**config.mk**
```make
export PLATFORM = sky130hd
export DESIGN_NAME = svm_top
export DESIGN_NICKNAME = d
export VERILOG_FILES = /design/src/svm_pkg.sv /design/src/svm_sync2.sv /design/src/svm_top.sv
export SDC_FILE = /design/constraint.sdc
export NUM_CORES = 1
export LEC_CHECK = 0
export ABC_AREA = 1
export BUFFER_PORTS_ARGS = -buffer_cell sky130_fd_sc_hd__buf_2
export CAP_MARGIN = 20
export CORE_ASPECT_RATIO = 1.75
export CORE_MARGIN = 1
export CORE_UTILIZATION = 49
export DETAILED_ROUTE_END_ITERATION = 8
export GPL_TIMING_DRIVEN = 0
export PLACE_DENSITY = 0.81
export SETUP_SLACK_MARGIN = 0.2
export SYNTH_ARGS = -nofsm -noshare
export SYNTH_HDL_FRONTEND = slang
export SYNTH_SLANG_ARGS = --single-unit
```
**constraint.sdc**
```tcl
create_clock -name hclk -period 2 [get_ports hclk]
set_clock_uncertainty 0.15 [all_clocks]
set_input_delay 0.3 -clock hclk [delete_from_list [all_inputs] [get_ports hclk]]
set_output_delay 0.3 -clock hclk [all_outputs]
set_load 0.05 [all_outputs]
```
**src/svm_pkg.sv**
```systemverilog
// constants, layouts and types of the supply voltage monitor
package svm_pkg;

   // -----------------------------------------------------------------
   // bus and register map
   // -----------------------------------------------------------------
   localparam int unsigned SVM_DATA_W      = 32;
   localparam int unsigned SVM_ADDR_W      = 8;
   localparam logic [7:0]  SVM_OFF_CTRL    = 8'h00;
   localparam logic [7:0]  SVM_OFF_STATUS  = 8'h04;
   localparam logic [7:0]  SVM_OFF_MASK    = 8'h08;
   localparam logic [1:0]  SVM_HTRANS_NSEQ = 2'h2;
   localparam logic        SVM_HRESP_OKAY  = 1'h0;

   // -----------------------------------------------------------------
   // field positions
   // -----------------------------------------------------------------
   localparam int unsigned SVM_THR_LSB     = 0;
   localparam int unsigned SVM_THR_W       = 3;
   localparam int unsigned SVM_EN_BIT      = 4;
   localparam int unsigned SVM_UVF_BIT     = 5;
   localparam int unsigned SVM_IRQF_BIT    = 0;
   localparam int unsigned SVM_SETTLED_BIT = 1;
   localparam int unsigned SVM_MASK_BIT    = 0;
   localparam int unsigned SVM_MV_W        = 13;

   // -----------------------------------------------------------------
   // reset values
   // -----------------------------------------------------------------
   localparam logic [2:0]  SVM_THR_RST     = 3'h0;
   localparam logic        SVM_EN_RST      = 1'h0;
   localparam logic        SVM_MASK_RST    = 1'h0;
   localparam logic [12:0] SVM_MV_RST      = 13'h0708;

   // -----------------------------------------------------------------
   // timing
   // -----------------------------------------------------------------
   localparam int unsigned SVM_CLK_MHZ       = 25;
   localparam int unsigned SVM_IRQ_DELAY_NS  = 1000;
   localparam int unsigned SVM_SETTLE_NS     = 2000;
   localparam int unsigned SVM_IRQ_DELAY_CYC =
      (SVM_IRQ_DELAY_NS * SVM_CLK_MHZ + 999) / 1000;
   localparam int unsigned SVM_SETTLE_CYC    =
      (SVM_SETTLE_NS * SVM_CLK_MHZ + 999) / 1000;
   localparam int unsigned SVM_CNT_W         = 12;

   // -----------------------------------------------------------------
   // delay sequencer states, gray along wait-count-done
   // -----------------------------------------------------------------
   typedef enum logic [1:0] {
      SVM_D_WAIT  = 2'h0,
      SVM_D_COUNT = 2'h1,
      SVM_D_DONE  = 2'h3
   } svm_dly_state_t;

   // -----------------------------------------------------------------
   // threshold code to millivolts
   // -----------------------------------------------------------------
   function automatic logic [12:0] svm_thr_mv(input logic [2:0] code);
      logic [12:0] mv;
      mv = SVM_MV_RST;
      case (code)
         3'h0:    mv = 13'h0708; // 1.8 v
         3'h1:    mv = 13'h07D0; // 2.0 v
         3'h2:    mv = 13'h0960; // 2.4 v
         3'h3:    mv = 13'h0A8C; // 2.7 v
         3'h4:    mv = 13'h0BB8; // 3.0 v
         3'h5:    mv = 13'h0CE4; // 3.3 v
         3'h6:    mv = 13'h0E10; // 3.6 v
         default: mv = 13'h0FA0; // 4.0 v
      endcase
      return mv;
   endfunction

endpackage

```
**src/svm_sync2.sv**
```systemverilog
// two flip-flop level synchroniser
module svm_sync2 (
   input  wire logic hclk,
   input  wire logic hresetn,
   input  wire logic async_in,
   output logic      sync_out
);

   // -----------------------------------------------------------------
   // stages
   // -----------------------------------------------------------------
   logic stage1_ff;
   logic stage2_ff;

   // first stage feeds only the second
   always_ff @(posedge hclk or negedge hresetn) begin
      if (!hresetn) begin
         stage1_ff <= 1'h0;
         stage2_ff <= 1'h0;
      end else begin
         stage1_ff <= async_in;
         stage2_ff <= stage1_ff;
      end
   end

   assign sync_out = stage2_ff;

endmodule // svm_sync2

```
**src/svm_top.sv**
```systemverilog
// supply voltage monitor control and status logic with ahb-lite slave
//
// Operation
// - a three-bit threshold select picks one of eight levels from 1.8 v (000) to 4.0 v (111).
// - the undervoltage status flag is high while the supply is below the selected level, low otherwise.
// - writing the monitor enable bit to one turns the detector on, writing zero turns it off.
// - the detector stays off during sleep even with the monitor enable bit set.
// - the status flag may toggle repeatedly near the threshold and the logic copes with that.
// - the interrupt request flag sets only once the interrupt delay has passed after the status flag rose; writing one to the flag sets it at once.
// - a new interrupt request wakes the core out of idle; only a detector set while the flag is clear gives the wake.
// - control bits 7, 6 and 3 read zero, the status flag is read-only and other bits read-write.
//
// Added by the designer: the register addresses and the AHB-Lite interface to the registers.
module svm_top
   import svm_pkg::*;
#(
   parameter int unsigned IRQ_DELAY_CYCLES = SVM_IRQ_DELAY_CYC,
   parameter int unsigned SETTLE_CYCLES    = SVM_SETTLE_CYC
) (
   input  wire logic        hclk,
   input  wire logic        hresetn,
   input  wire logic        hsel,
   input  wire logic [31:0] haddr,
   input  wire logic [1:0]  htrans,
   input  wire logic        hwrite,
   input  wire logic [2:0]  hsize,
   input  wire logic [31:0] hwdata,
   input  wire logic        hready,
   output logic      [31:0] hrdata,
   output logic             hreadyout,
   output logic             hresp,
   input  wire logic        comparator_raw,
   input  wire logic        sleep_mode,
   input  wire logic        idle_mode,
   output logic             detector_enable,
   output logic      [2:0]  threshold_code,
   output logic      [12:0] threshold_mv,
   output logic             irq,
   output logic             wake_request
);

   // -----------------------------------------------------------------
   // declarations
   // -----------------------------------------------------------------
   localparam logic [SVM_CNT_W-1:0] DLY_LAST =
      SVM_CNT_W'(IRQ_DELAY_CYCLES - 1);
   localparam logic [SVM_CNT_W-1:0] SETTLE_END =
      SVM_CNT_W'(SETTLE_CYCLES);

   logic                  comp_sync;
   logic                  accept;
   logic                  rd_accept;
   logic                  wr_ctrl;
   logic                  wr_status;
   logic                  wr_mask;
   logic                  rd_clr_status;
   logic                  hw_set;
   logic                  sw_set;
   logic [SVM_ADDR_W-1:0] addr_word;

   logic                  wr_pend_ff;
   logic [SVM_ADDR_W-1:0] wr_addr_ff;
   logic [31:0]           hrdata_ff;
   logic [2:0]            thr_ff;
   logic                  mon_en_ff;
   logic                  mask_ff;
   logic                  det_on_ff;
   logic                  uv_flag_ff;
   logic [SVM_CNT_W-1:0]  settle_cnt_ff;
   logic                  settled_ff;
   svm_dly_state_t        dly_state_ff;
   svm_dly_state_t        nxt_dly_state;
   logic [SVM_CNT_W-1:0]  dly_cnt_ff;
   logic [SVM_CNT_W-1:0]  nxt_dly_cnt;
   logic                  irq_flag_ff;
   logic                  nxt_irq_flag;
   logic                  wake_ff;
   logic [12:0]           mv_ff;

   // -----------------------------------------------------------------
   // comparator input crossing
   // -----------------------------------------------------------------

   // two flops before the comparator level is looked at
   svm_sync2 u_comp_sync (
      .hclk     (hclk),
      .hresetn  (hresetn),
      .async_in (comparator_raw),
      .sync_out (comp_sync)
   );

   // -----------------------------------------------------------------
   // ahb-lite address phase decode
   // -----------------------------------------------------------------

   // zero wait states, always okay
   assign hreadyout = 1'h1;
   assign hresp     = SVM_HRESP_OKAY;
   assign hrdata    = hrdata_ff;

   // transfer accepted on nonseq with hready
   assign addr_word = haddr[SVM_ADDR_W-1:0];
   assign accept    = hsel & hready & (htrans == SVM_HTRANS_NSEQ);
   assign rd_accept = accept & ~hwrite;

   // status read clears the sticky flag at the address phase
   assign rd_clr_status = rd_accept & (addr_word == SVM_OFF_STATUS);

   // data phase write strobes
   assign wr_ctrl   = wr_pend_ff & (wr_addr_ff == SVM_OFF_CTRL);
   assign wr_status = wr_pend_ff & (wr_addr_ff == SVM_OFF_STATUS);
   assign wr_mask   = wr_pend_ff & (wr_addr_ff == SVM_OFF_MASK);

   // writing one to the flag sets it, zero does nothing
   assign sw_set = wr_status & hwdata[SVM_IRQF_BIT];

   // write pending, captured for the data phase
   always_ff @(posedge hclk or negedge hresetn) begin
      if (!hresetn) begin
         wr_pend_ff <= 1'h0;
         wr_addr_ff <= '0;
      end else begin
         wr_pend_ff <= accept & hwrite;
         if (accept) begin
            wr_addr_ff <= addr_word;
         end
      end
   end

   // -----------------------------------------------------------------
   // read data
   // -----------------------------------------------------------------

   // read value sampled at the address phase, unmapped reads zero
   always_ff @(posedge hclk or negedge hresetn) begin
      if (!hresetn) begin
         hrdata_ff <= '0;
      end else if (rd_accept) begin
         hrdata_ff <= '0;
         case (addr_word)
            SVM_OFF_CTRL: begin
               hrdata_ff[SVM_THR_LSB +: SVM_THR_W] <= thr_ff;
               hrdata_ff[SVM_EN_BIT]               <= mon_en_ff;
               hrdata_ff[SVM_UVF_BIT]              <= uv_flag_ff;
            end
            SVM_OFF_STATUS: begin
               hrdata_ff[SVM_IRQF_BIT]    <= irq_flag_ff;
               hrdata_ff[SVM_SETTLED_BIT] <= settled_ff;
            end
            SVM_OFF_MASK: begin
               hrdata_ff[SVM_MASK_BIT] <= mask_ff;
            end
            default: begin
               hrdata_ff <= '0;
            end
         endcase
      end
   end

   // -----------------------------------------------------------------
   // control register
   // -----------------------------------------------------------------

   // threshold and enable, status flag bit is not writable
   always_ff @(posedge hclk or negedge hresetn) begin
      if (!hresetn) begin
         thr_ff    <= SVM_THR_RST;
         mon_en_ff <= SVM_EN_RST;
      end else if (wr_ctrl) begin
         thr_ff    <= hwdata[SVM_THR_LSB +: SVM_THR_W];
         mon_en_ff <= hwdata[SVM_EN_BIT];
      end
   end

   // mask register
   always_ff @(posedge hclk or negedge hresetn) begin
      if (!hresetn) begin
         mask_ff <= SVM_MASK_RST;
      end else if (wr_mask) begin
         mask_ff <= hwdata[SVM_MASK_BIT];
      end
   end

   // -----------------------------------------------------------------
   // detector power and threshold
   // -----------------------------------------------------------------

   // detector runs only when enabled and not asleep
   always_ff @(posedge hclk or negedge hresetn) begin
      if (!hresetn) begin
         det_on_ff <= 1'h0;
      end else begin
         det_on_ff <= mon_en_ff & ~sleep_mode;
      end
   end

   // level code to the analog side and its value in millivolts
   always_ff @(posedge hclk or negedge hresetn) begin
      if (!hresetn) begin
         mv_ff <= SVM_MV_RST;
      end else begin
         mv_ff <= svm_thr_mv(thr_ff);
      end
   end

   assign detector_enable = det_on_ff;
   assign threshold_code  = thr_ff;
   assign threshold_mv    = mv_ff;

   // -----------------------------------------------------------------
   // settling tracker
   // -----------------------------------------------------------------

   // counts from detector turn-on, shows when the flag is trustworthy
   always_ff @(posedge hclk or negedge hresetn) begin
      if (!hresetn) begin
         settle_cnt_ff <= '0;
         settled_ff    <= 1'h0;
      end else if (!det_on_ff) begin
         settle_cnt_ff <= '0;
         settled_ff    <= 1'h0;
      end else if (settle_cnt_ff != SETTLE_END) begin
         settle_cnt_ff <= settle_cnt_ff + 1'h1;
         settled_ff    <= 1'h0;
      end else begin
         settled_ff    <= 1'h1;
      end
   end

   // -----------------------------------------------------------------
   // undervoltage status flag
   // -----------------------------------------------------------------

   // follows the synced comparator, forced low with the detector off
   always_ff @(posedge hclk or negedge hresetn) begin
      if (!hresetn) begin
         uv_flag_ff <= 1'h0;
      end else begin
         uv_flag_ff <= det_on_ff & comp_sync;
      end
   end

   // -----------------------------------------------------------------
   // interrupt delay sequencer
   // -----------------------------------------------------------------

   // restarts whenever the flag drops, so chatter never fires early
   always_comb begin
      nxt_dly_state = dly_state_ff;
      nxt_dly_cnt   = dly_cnt_ff;
      hw_set        = 1'h0;
      case (dly_state_ff)
         SVM_D_WAIT: begin
            nxt_dly_cnt = '0;
            if (uv_flag_ff) begin
               nxt_dly_state = SVM_D_COUNT;
            end
         end
         SVM_D_COUNT: begin
            if (!uv_flag_ff) begin
               nxt_dly_state = SVM_D_WAIT;
               nxt_dly_cnt   = '0;
            end else if (dly_cnt_ff == DLY_LAST) begin
               nxt_dly_state = SVM_D_DONE;
               hw_set        = 1'h1;
            end else begin
               nxt_dly_cnt = dly_cnt_ff + 1'h1;
            end
         end
         SVM_D_DONE: begin
            nxt_dly_cnt = '0;
            if (!uv_flag_ff) begin
               nxt_dly_state = SVM_D_WAIT;
            end
         end
         default: begin
            nxt_dly_state = SVM_D_WAIT;
            nxt_dly_cnt   = '0;
         end
      endcase
   end

   // sequencer state
   always_ff @(posedge hclk or negedge hresetn) begin
      if (!hresetn) begin
         dly_state_ff <= SVM_D_WAIT;
         dly_cnt_ff   <= '0;
      end else begin
         dly_state_ff <= nxt_dly_state;
         dly_cnt_ff   <= nxt_dly_cnt;
      end
   end

   // -----------------------------------------------------------------
   // interrupt request flag and output
   // -----------------------------------------------------------------

   // sticky, read clears, any set in the same cycle wins
   always_comb begin
      nxt_irq_flag = irq_flag_ff & ~rd_clr_status;
      if (hw_set || sw_set) begin
         nxt_irq_flag = 1'h1;
      end
   end

   // request flag
   always_ff @(posedge hclk or negedge hresetn) begin
      if (!hresetn) begin
         irq_flag_ff <= 1'h0;
      end else begin
         irq_flag_ff <= nxt_irq_flag;
      end
   end

   // level interrupt while unmasked flag is set
   assign irq = irq_flag_ff & mask_ff;

   // -----------------------------------------------------------------
   // idle wake-up
   // -----------------------------------------------------------------

   // one pulse on a fresh request while idle, a preset flag blocks it
   always_ff @(posedge hclk or negedge hresetn) begin
      if (!hresetn) begin
         wake_ff <= 1'h0;
      end else begin
         wake_ff <= hw_set & ~irq_flag_ff & idle_mode;
      end
   end

   assign wake_request = wake_ff;

endmodule // svm_top

```
==> results.py, run 1 <==
metrics = {
    "setup_path": {
        "cp_cell_sequence": "buf_2",
        "path_class": "reg -> out",
        "crit_buf_inv": 1,
        "worstReg2RegStart": "settle_cnt_ff[0]",
        "reg2reg_to": "settle_cnt_ff[1]",
        "ff2ff_setup_slack_ns": 0.41,
        "critPathSlowestCell": "dfrtp_1",
        "critPathCaptureType": "output port",
        "ff2ff_path_depth": 7,
        "cp_slowest_stage_delay_ns": 0.52,
        "required_ns": 1.55,
        "path_max_fanout": 8,
        "cp_data_arrival_time_ns": 1.21,
        "critPathLaunchType": "register",
        "critPathTopFamily": "flip-flops",
    },
    "clock_tree": {
        "cts_root_buf": "clkbuf_8",
        "clk_latency_ns": 0.35,
        "cts.sinks": 62,
        "htree_levels": 3,
        "cts_tree": "yes",
        "numCtsBuffers": 9,
        "post-cts-setup-buffers": 0,
        "clock_path_buffers": 2,
        "clkSlewWorstSetupHoldPaths_ns": 0.06,
        "post_cts_resized": 0,
    },
    "floorplanning": {
        "die_w_um": 63.36,
        "die_area_um2": 6929,
        "num_rows": 38,
        "initial_core_util": 0.5144,
        "die_h_um": 109.4,
        "ios": 130,
        "coreArea_um2": 6276,
    },
    "layout": {
        "drive_gt1_frac": 0.2136,
        "multi_input_comb_area_um2": 1311,
        "syn_to_final_growth_pct": 20.85,
        "diodes": 0,
        "nFillCells": 581,
        "layout_commonest_cell": "nand2_1",
        "final_cell_mix": "nand2_1, inv_1, dfrtp_1",
        "seqCellArea_um2": 1556,
        "nets": 577,
    },
    "global_route": {
        "antenna_found_initial": 0,
        "gr-total-overflow": 0,
        "groute.usage.overall": 0.2088,
        "grt_pass1_wl_mm": 10.98,
        "grt_max_degree": 43,
        "grt_pass1_vias": 2612,
    },
    "timing": {
        "hold_viol": 0,
        "fmax_mhz": 602.9,
        "min_period_ns": 1.659,
        "slew_violations": 0,
        "setup_viol": 0,
        "tns_ns": 0,
        "relSlewSlack": 0.6614,
        "rsz0062_at_grt": "no",
        "tightest_slew_ns": 0.5079,
        "period_share": 0.8293,
    },
    "synthesis": {
        "synthFlopType": "dfrtp_1",
        "seq_area_frac_synth": 0.4822,
        "synth_edf_count": 0,
        "synth_cells": 409,
        "syn_area_um2": 3228,
        "ys_ff_latch": 62,
        "synth.distinct_cells": 28,
        "syn_avg_cell_area_um2": 7.893,
        "synthArstFlopShare": 1.000,
        "ys.warnings.count": 0,
    },
    "pwr": {
        "leakagePower_nw": 2.081,
        "cellPowerDensity_nw_per_um2": 958.9,
        "peakVddDrop_mv": 0.5520,
        "p_total_mw": 3.741,
    },
    "min_path": {
        "hold_start": "hwdata[1]",
        "hold_end": "threshold_code[1]",
        "hold_class": "in -> reg",
        "hold_depth": 3,
    },
    "routing": {
        "drc": 0,
        "wl_mm": 6.561,
        "first_iter_violations": 86,
        "num_vias": 2739,
        "wl_per_cell_um": 11.29,
        "drtAntennaViolNets": 0,
        "vias_per_cell": 4.714,
        "dr.pass1.iters": 4,
    },
    "outcome": {
        "status": "completed",
    },
    "placed_design": {
        "port_buffers": 42,
        "place_hpwl_mm": 5.112,
        "place.gp.congestion": 0.8684,
    },
    "job": {
        "maxCapViolations": 0,
    },
}
==> flip-flops by register name, summed over array words and instances, names as in the netlist, 2 cells and up <==
signal and count:
hrdata 5, settle_cnt_ff 12, threshold_code 3, wr_addr_ff 8, dly_cnt_ff 12, threshold_mv 10
dly_state_ff 2
==> worst max path at each step <==
stage | startpoint | to | slack (ns) | cells after the start
after detailed placement | dly_cnt_ff[0] | dly_cnt_ff[0] | 0.41 | 9
after global placement | hresetn | u_comp_sync.stage1_ff | 0.35 | 1
final | threshold_code[1] | threshold_code[1] | 0.34 | 1
after CTS | threshold_code[2] | threshold_code[2] | 0.34 | 1
after global routing | dly_cnt_ff[0] | dly_cnt_ff[0] | 0.23 | 9
after floorplan | threshold_code[1] | threshold_mv[8] | 0.50 | 5
==> per-layer routing <==
metal,up-vias,wire (um),global-route usage,part of all wire
met5,-,0,0,0
li1,1381,-,-,-
met4,0,158,0.1380,0.024
met2,61,3589,0.3731,0.55
met1,1282,2525,0.2178,0.38
met3,15,287,0.04357,0.044
==> cells in the mapped netlist (all sizes together), types with 3 or more instances <==
master / instances / area (um2)
ha: 4 / 50.05
nand3: 29 / 145.1
or2: 3 / 21.27
nor3: 10 / 71.32
buf: 33 / 247.7
inv: 58 / 217.7
a21oi: 12 / 60.06
nand4: 8 / 65.06
nor2: 55 / 221.5
o21ai: 24 / 120.1
dfstp: 4 / 105.1
dfrtp: 58 / 1451
nand2: 100 / 380.4
==> through the flow <==
stage / setup slack [ns] / instance area [um2] / instances / util / hold WS [ns]
floorplan: 0.5028 / 3341 / 439 / - / -0.1456
global placement: 0.3508 / 3651 / 561 / 0.5817 / 0.1834
detailed placement: 0.4092 / 3671 / 562 / 0.5849 / 0.1448
CTS: 0.3412 / 3901 / 581 / 0.6216 / 0.01970
global route: 0.2322 / 3901 / 581 / 0.6216 / 0.03379
finish: 0.3414 / 3901 / 581 / 0.6216 / 0.03081
==> worst min-delay path, cell delays in order <==
cell and delay [ns]:
buf_2 0.07, nand3_1 0.06, nand2_1 0.06
==> what timing repair did <==
item / 4_1_cts / 5_1_grt
hold buffers: 3 / 0
hold endpoints to repair: 22 / 0
setup endpoints to repair: 0 / 0
==> layout make-up <==
cell class	count	share of cell area
Buffer	35	0.06543
Clock buffer	12	0.03977
Clock inverter	4	0.01155
Inverter	58	0.05581
Multi-Input combinational cell	284	0.3361
Sequential cell	62	0.3990
Tap cell	80	0.02566
Timing Repair Buffer	46	0.06671
==> logic make-up (layout without fill, tap and decap cells) <==
group / count (synthesis) / after routing / synth area share
and+or+nand+nor: 207 / 207 / 0.2845
buffers and inverters: 93 / 155 / 0.1465
AOI/OAI and AO/OA: 38 / 38 / 0.06008
adders and majority gates: 4 / 4 / 0.01550
muxes: 1 / 1 / 0.003488
other: 2 / 32 / 0.002326
DFF: 62 / 62 / 0.4822
xor gates and xnor gates: 2 / 2 / 0.005427
==> report_power, final <==
group / switching [mW] / internal [mW] / total (mW)
Sequential: 0.123 / 1.44 / 1.56
Clock: 0.465 / 0.636 / 1.10
Combinational: 0.817 / 0.259 / 1.08
(Power assumes the default switching activity.)
==> run 2: changes to the inputs <==
--- a/config.mk
+++ b/config.mk
@@ -10,10 +10,10 @@
 export CAP_MARGIN = 20
 export CORE_ASPECT_RATIO = 1.75
 export CORE_MARGIN = 1
-export CORE_UTILIZATION = 49
+export CORE_UTILIZATION = 44
 export DETAILED_ROUTE_END_ITERATION = 8
 export GPL_TIMING_DRIVEN = 0
-export PLACE_DENSITY = 0.81
+export PLACE_DENSITY = 0.77
 export SETUP_SLACK_MARGIN = 0.2
 export SYNTH_ARGS = -nofsm -noshare
 export SYNTH_HDL_FRONTEND = slang
==> constraint.sdc (replaced) <==
create_clock -name hclk -period 1.4 [get_ports hclk]
set_clock_uncertainty 0.15 [all_clocks]
set_input_delay 0.21 -clock hclk [delete_from_list [all_inputs] [get_ports hclk]]
set_output_delay 0.21 -clock hclk [all_outputs]
set_load 0.05 [all_outputs]
==> results.py, run 2 (synthesized netlist as in run 1, its figures left out) <==
metrics = {
    "outcome": {
        "status": "finished with violations",
        "violations": "negative hold slack, negative setup slack",
    },
    "placed_design": {
        "place.gp.congestion": 0.9104,
        "place_hpwl_mm": 5.191,
        "dpl-instance-area_um2": 3734,
        "dp_cells": 568,
        "place_ws_ns": -0.09320,
        "port_buffers": 42,
    },
    "routing": {
        "wl_mm": 10.32,
        "vias_per_cell": 5.085,
        "first_iter_violations": 195,
        "drc": 0,
        "num_vias": 3275,
        "wl_per_cell_um": 16.03,
        "drtAntennaViolNets": 0,
        "dr.pass1.iters": 4,
    },
    "floorplanning": {
        "coreArea_um2": 7131,
        "die_w_um": 66.75,
        "initial_core_util": 0.4527,
        "ios": 130,
        "num_rows": 41,
        "die_area_um2": 7697,
        "die_h_um": 115.3,
    },
    "global_route": {
        "grt_pass1_wl_mm": 13.59,
        "groute.usage.overall": 0.2398,
        "antenna_found_initial": 0,
        "gr-total-overflow": 0,
        "grt_max_degree": 42,
        "grt_pass1_vias": 3062,
    },
    "setup_path": {
        "required_ns": 1.52,
        "cp_cell_sequence": "buf_6, buf_12, ha_4, nand2_1, inv_1, nor4_1, nand2_1, inv_1",
        "reg2reg_to": "dly_cnt_ff[2]",
        "ff2ff_path_depth": 8,
        "cp_slowest_stage_delay_ns": 0.43,
        "critPathLaunchType": "register",
        "path_max_fanout": 3,
        "ff2ff_setup_slack_ns": -0.19,
        "critPathSlowestCell": "dfrtp_2",
        "critPathCaptureType": "register",
        "worstReg2RegStart": "dly_cnt_ff[0]",
        "path_class": "reg -> reg",
        "cp_data_arrival_time_ns": 1.71,
    },
    "layout": {
        "syn_to_final_growth_pct": 62.05,
        "drive_gt1_frac": 0.4624,
        "layout_commonest_cell": "nand2_1",
        "diodes": 0,
        "final_core_util": 0.7336,
        "nets": 634,
        "final_cell_mix": "nand2_1, buf_4, dfrtp_1",
        "instances_no_fill": 644,
        "final_cell_area_um2": 5231,
    },
    "pwr": {
        "leakagePower_nw": 2.571,
        "p_sw_mw": 2.474,
        "cellPowerDensity_nw_per_um2": 1362,
        "pwr-share-clk": 0.345,
        "p_total_mw": 7.126,
        "switching_share": 0.3471,
        "pwr-share-seq": 0.321,
        "peakVddDrop_mv": 1.068,
        "p_comb_frac": 0.334,
        "p_int_mw": 4.652,
    },
    "timing": {
        "slew_violations": 0,
        "hold_viol": 18,
        "period_share": 1.139,
        "setup_viol": 17,
        "fin_hold_ws_ns": -0.3050,
        "min_period_ns": 1.594,
        "relSlewSlack": 0.6559,
        "tightest_slew_ns": 0.5161,
        "rsz0062_at_grt": "yes",
        "fmax_mhz": 627.3,
        "worst_slack_ns": -0.1942,
    },
    "min_path": {
        "hold_class": "in -> async",
    },
    "clock_tree": {
        "cts_tree": "yes",
        "cts.sinks": 62,
        "numCtsBuffers": 9,
        "cts_root_buf": "clkbuf_16",
        "clk_latency_ns": 0.33,
        "htree_levels": 3,
        "hold_buffers": 11,
        "clkSlewWorstSetupHoldPaths_ns": 0.06,
        "clock_path_buffers": 2,
    },
    "job": {
        "maxCapViolations": 0,
    },
}
## run 2: cell types whose count changed in the layout (fill, tap and decap cells not counted), sizes merged
cell / change
buf: +50
clkinvlp: +1
dlygate4sd3: +8
bufinv: +1
clkinv: -3
## run 2: layer usage
layer  part of all wire  global-route usage
met1               0.32              0.2412
met2               0.56              0.4276
met3              0.048             0.04266
met4              0.065              0.1716
met5                  0                   0
## run 2: repair_timing
action                                  CTS  global route
buffers inserted                         27            22
endpoints found under the hold margin    29            18
endpoints found under the setup margin   53            61
pin swaps                                26            46
gates resized for setup                 109            88
## run 2: layout make-up
type / instances / area, um2
Clock buffer: 13 / 260.3
Tap cell: 86 / 107.6
Timing Repair Buffer: 103 / 953.4
Buffer: 35 / 256.5
Inverter: 58 / 235.2
Fill cell: 452 / 1899
Multi-Input combinational cell: 284 / 1779
Clock inverter: 3 / 67.56
Sequential cell: 62 / 1572
## run 2: through the flow
stage / TNS (ns) / hold WS, ns
global placement: -9.941 / 0.1679
finish: -1.143 / -0.3050
global route: -2.096 / -0.2690
floorplan: 0 / -0.2356
CTS: -0.3041 / -0.2912
detailed placement: -0.4655 / 0.05794
## run 2: worst max-delay path: cells and delay by family (launching register included)
| family | cells | cell delay (ns) |
|---|---|---|
| flip-flops | 1 | 0.43 |
| AND/OR/NAND/NOR | 3 | 0.40 |
| buffers and inverters | 4 | 0.37 |
| adder cells (fa/ha/maj) | 1 | 0.17 |
## run 2: power by group through the flow
| stage | registers [mW] | logic, mW | clock network (mW) |
|---|---|---|---|
| after floorplan | 2.80 | 0.672 | 0 |
| after global placement | 2.27 | 1.53 | 0 |
| after detailed placement | 2.28 | 1.56 | 0 |
| after CTS | 2.28 | 2.08 | 2.46 |
| after global routing | 2.31 | 2.51 | 2.54 |
| final | 2.29 | 2.38 | 2.46 |
## run 2: how the worst max path moves through the flow
| stage | startpoint | depth (start not counted) | slack [ns] | end |
|---|---|---|---|---|
| after floorplan | settle_cnt_ff[0] | 7 | 0.07 | settle_cnt_ff[0] |
| after global placement | hresetn | 1 | -0.27 | detector_enable |
| after detailed placement | dly_cnt_ff[0] | 9 | -0.09 | dly_cnt_ff[0] |
| after CTS | dly_cnt_ff[0] | 9 | -0.07 | dly_cnt_ff[0] |
| after global routing | dly_cnt_ff[0] | 8 | -0.25 | dly_cnt_ff[2] |
| final | dly_cnt_ff[0] | 8 | -0.19 | dly_cnt_ff[2] |
==> run 3: changes to the inputs <==
--- a/config.mk
+++ b/config.mk
@@ -5,16 +5,16 @@
 export SDC_FILE = /design/constraint.sdc
 export NUM_CORES = 1
 export LEC_CHECK = 0
-export ABC_AREA = 1
 export BUFFER_PORTS_ARGS = -buffer_cell sky130_fd_sc_hd__buf_2
 export CAP_MARGIN = 20
 export CORE_ASPECT_RATIO = 1.75
-export CORE_MARGIN = 1
-export CORE_UTILIZATION = 44
+export CORE_MARGIN = 3
+export CORE_UTILIZATION = 43
 export DETAILED_ROUTE_END_ITERATION = 8
 export GPL_TIMING_DRIVEN = 0
-export PLACE_DENSITY = 0.77
+export PLACE_DENSITY = 0.76
 export SETUP_SLACK_MARGIN = 0.2
 export SYNTH_ARGS = -nofsm -noshare
 export SYNTH_HDL_FRONTEND = slang
+export SYNTH_HIERARCHICAL = 1
 export SYNTH_SLANG_ARGS = --single-unit
==> results.py, run 3 <==
metrics = {
    "global_route": {
        "grt_pass1_vias": 2729,
        "grt_pass1_wl_mm": 13.36,
        "groute.usage.overall": 0.2072,
        "gr-total-overflow": 0,
        "antenna_found_initial": 0,
        "grt_max_degree": 40,
    },
    "pwr": {
        "peakVddDrop_mv": 1.442,
        "p_total_mw": 5.918,
        "leakagePower_nw": 2.257,
        "cellPowerDensity_nw_per_um2": 1209,
    },
    "synthesis": {
        "synth_compound_area_frac": 0.08998,
        "syn_area_um2": 3073,
        "synth.most_common_cell": "dfrtp_1",
        "synth_top_family_by_area": "simple AND/OR/NAND/NOR gates",
        "synthArstFlopShare": 1.000,
        "synth_mux_area_frac": 0.05456,
        "synth_edf_count": 0,
        "ys_ff_latch": 62,
        "yosysTopAreaCellShare": 0.4723,
        "syn_avg_cell_area_um2": 10.28,
        "synth-simple-area-share": 0.2109,
        "synth_xor_area_frac": 0.01425,
        "synth_fa_ha_area_frac": 0.01629,
        "ys.warnings.count": 6,
        "seq_area_frac_synth": 0.5065,
        "synth_cells": 299,
        "synthFlopType": "dfrtp_1",
        "synth.distinct_cells": 46,
        "yosysTopAreaCell": "dfrtp_1",
        "synthTopCellsByCount": "dfrtp_1, nand2_1, buf_4",
        "synthTopCellsByArea": "dfrtp_1, buf_4, nand2_1",
    },
    "floorplanning": {
        "coreArea_um2": 6907,
        "num_rows": 40,
        "die_w_um": 69.91,
        "ios": 130,
        "initial_core_util": 0.4449,
        "die_h_um": 117.8,
        "die_area_um2": 8237,
    },
    "layout": {
        "nets": 521,
        "drive_gt1_frac": 0.4719,
        "nFillCells": 478,
        "syn_to_final_growth_pct": 59.24,
        "layout_commonest_cell": "buf_4",
        "diodes": 0,
        "instances_no_fill": 529,
        "final_cell_mix": "buf_4, dfrtp_1, nand2_1",
    },
    "timing": {
        "fmax_mhz": 533.7,
        "worst_slack_ns": -0.4737,
        "min_period_ns": 1.874,
        "tightest_slew_ns": 0.5724,
        "fin_hold_ws_ns": -0.2794,
        "slew_violations": 0,
        "rsz0062_at_grt": "yes",
        "setup_viol": 31,
        "tns_ns": -9.656,
        "relSlewSlack": 0.6184,
        "hold_viol": 23,
        "period_share": 1.338,
    },
    "setup_path": {
        "critPathLaunchType": "register",
        "critPathSlowestCell": "or4b_4",
        "critPathCaptureType": "register",
        "crit_buf_inv": 2,
        "path_max_fanout": 6,
        "cp_data_arrival_time_ns": 1.98,
        "cp_cell_sequence": "inv_2, ha_4, or4b_4, and4bb_1, buf_6, mux2i_1",
        "cp_slowest_stage_delay_ns": 0.45,
        "ff2ff_setup_slack_ns": -0.47,
        "path_class": "reg -> reg",
        "required_ns": 1.51,
        "critPathTopFamily": "simple AND/OR/NAND/NOR gates",
    },
    "placed_design": {
        "place.gp.congestion": 0.7644,
        "dp_cells": 456,
        "port_buffers": 42,
        "place_hpwl_mm": 4.774,
    },
    "outcome": {
        "violations": "negative hold slack, negative setup slack",
        "status": "finished with violations",
    },
    "routing": {
        "vias_per_cell": 5.217,
        "wl_mm": 8.699,
        "wl_per_cell_um": 16.44,
        "drc": 0,
        "first_iter_violations": 174,
        "num_vias": 2760,
        "drtAntennaViolNets": 0,
        "dr.pass1.iters": 4,
    },
    "clock_tree": {
        "clock_path_buffers": 2,
        "numCtsBuffers": 9,
        "cts_tree": "yes",
        "clkSlewWorstSetupHoldPaths_ns": 0.05,
        "clk_latency_ns": 0.34,
        "hold_buffers": 12,
        "cts.sinks": 62,
        "htree_levels": 3,
        "cts_root_buf": "clkbuf_16",
    },
    "job": {
        "maxCapViolations": 0,
    },
    "min_path": {
        "hold_class": "in -> async",
    },
}
[run 3: cell types whose count changed after synthesis, moves of 8 or more]
cell	before	now
nand2_1	98	40
inv_1	58	13
nand3_1	29	9
o31ai_1	0	8
mux2i_1	0	10
o21ai_0	23	8
nor2_1	53	7
[run 3: metal layers]
| metal | routed length [um] | vias to the layer above | track usage | part of all wire |
|---|---|---|---|---|
| li1 | - | 1276 | - | - |
| met1 | 3250 | 1368 | 0.2349 | 0.37 |
| met2 | 4737 | 100 | 0.3543 | 0.54 |
| met3 | 478 | 16 | 0.05128 | 0.055 |
| met4 | 232 | 0 | 0.1067 | 0.027 |
| met5 | 0 | - | 0 | 0 |
[run 3: power breakdown]
group	internal (mW)	switching, mW	total, mW
sequential	1.97	0.123	2.10
clock	1.60	0.792	2.39
combinational	0.576	0.852	1.43
[run 3: path summary, 6_finish.rpt]
| path | from | endpoint | depth (start not counted) |
|---|---|---|---|
| hold reg to reg | u_comp_sync/stage1_ff | u_comp_sync/sync_out | 0 |
| setup reg to reg | dly_cnt_ff[0] | dly_cnt_ff[1] | 6 |
| max in group asynchronous | hresetn | threshold_mv[9] | 2 |
| min in group hclk | idle_mode | wake_request | 2 |
| hold / removal | hresetn | dly_cnt_ff[3] | 1 |
| setup / recovery | dly_cnt_ff[0] | dly_cnt_ff[1] | 6 |
[run 3: cells by family (layout without fill, tap and decap cells)]
family / count (synthesis) / count (layout)
simple gates: 114 / 114
flops: 62 / 62
buf+inv: 53 / 169
compound gates: 43 / 43
mux: 16 / 16
xor+xnor: 5 / 5
fa+ha+maj: 4 / 4
other cells: 2 / 32
[run 3: stage by stage]
stage / util / worst slack (ns) / cell area [um2]
after floorplan: - / -0.3720 / 3308
after global placement: 0.5246 / -0.5305 / 3623
after detailed placement: 0.5275 / -0.5351 / 3643
after CTS: 0.6804 / -0.4573 / 4700
after global routing: 0.7085 / -0.5623 / 4893
final: 0.7085 / -0.4737 / 4893
[run 3: repair_timing]
action	4_1_cts	5_1_grt
hold endpoints to repair	35	23
pin swaps	25	19
resized for setup	90	31
buffers inserted	36	9
endpoints found under the setup margin	55	60
[run 3: worst register-to-register path, delay by kind of cell (launching register included)]
kind / cells / cell delay [ns]
flip-flops: 1 / 0.39
AND/OR/NAND/NOR: 2 / 0.73
adder cells (fa/ha/maj): 1 / 0.12
multiplexers: 1 / 0.18
buffers and inverters: 2 / 0.23
[run 3: cell type report]
cell class / instances / area [um2] / area share
Multi-Input combinational cell: 214 / 1655 / 0.3383
Sequential cell: 62 / 1565 / 0.3199
Timing Repair Buffer: 100 / 894.6 / 0.1828
Buffer: 39 / 300.3 / 0.06137
Clock buffer: 12 / 246.5 / 0.05037
Tap cell: 84 / 105.1 / 0.02148
Clock inverter: 4 / 70.07 / 0.01432
Inverter: 14 / 56.30 / 0.01151
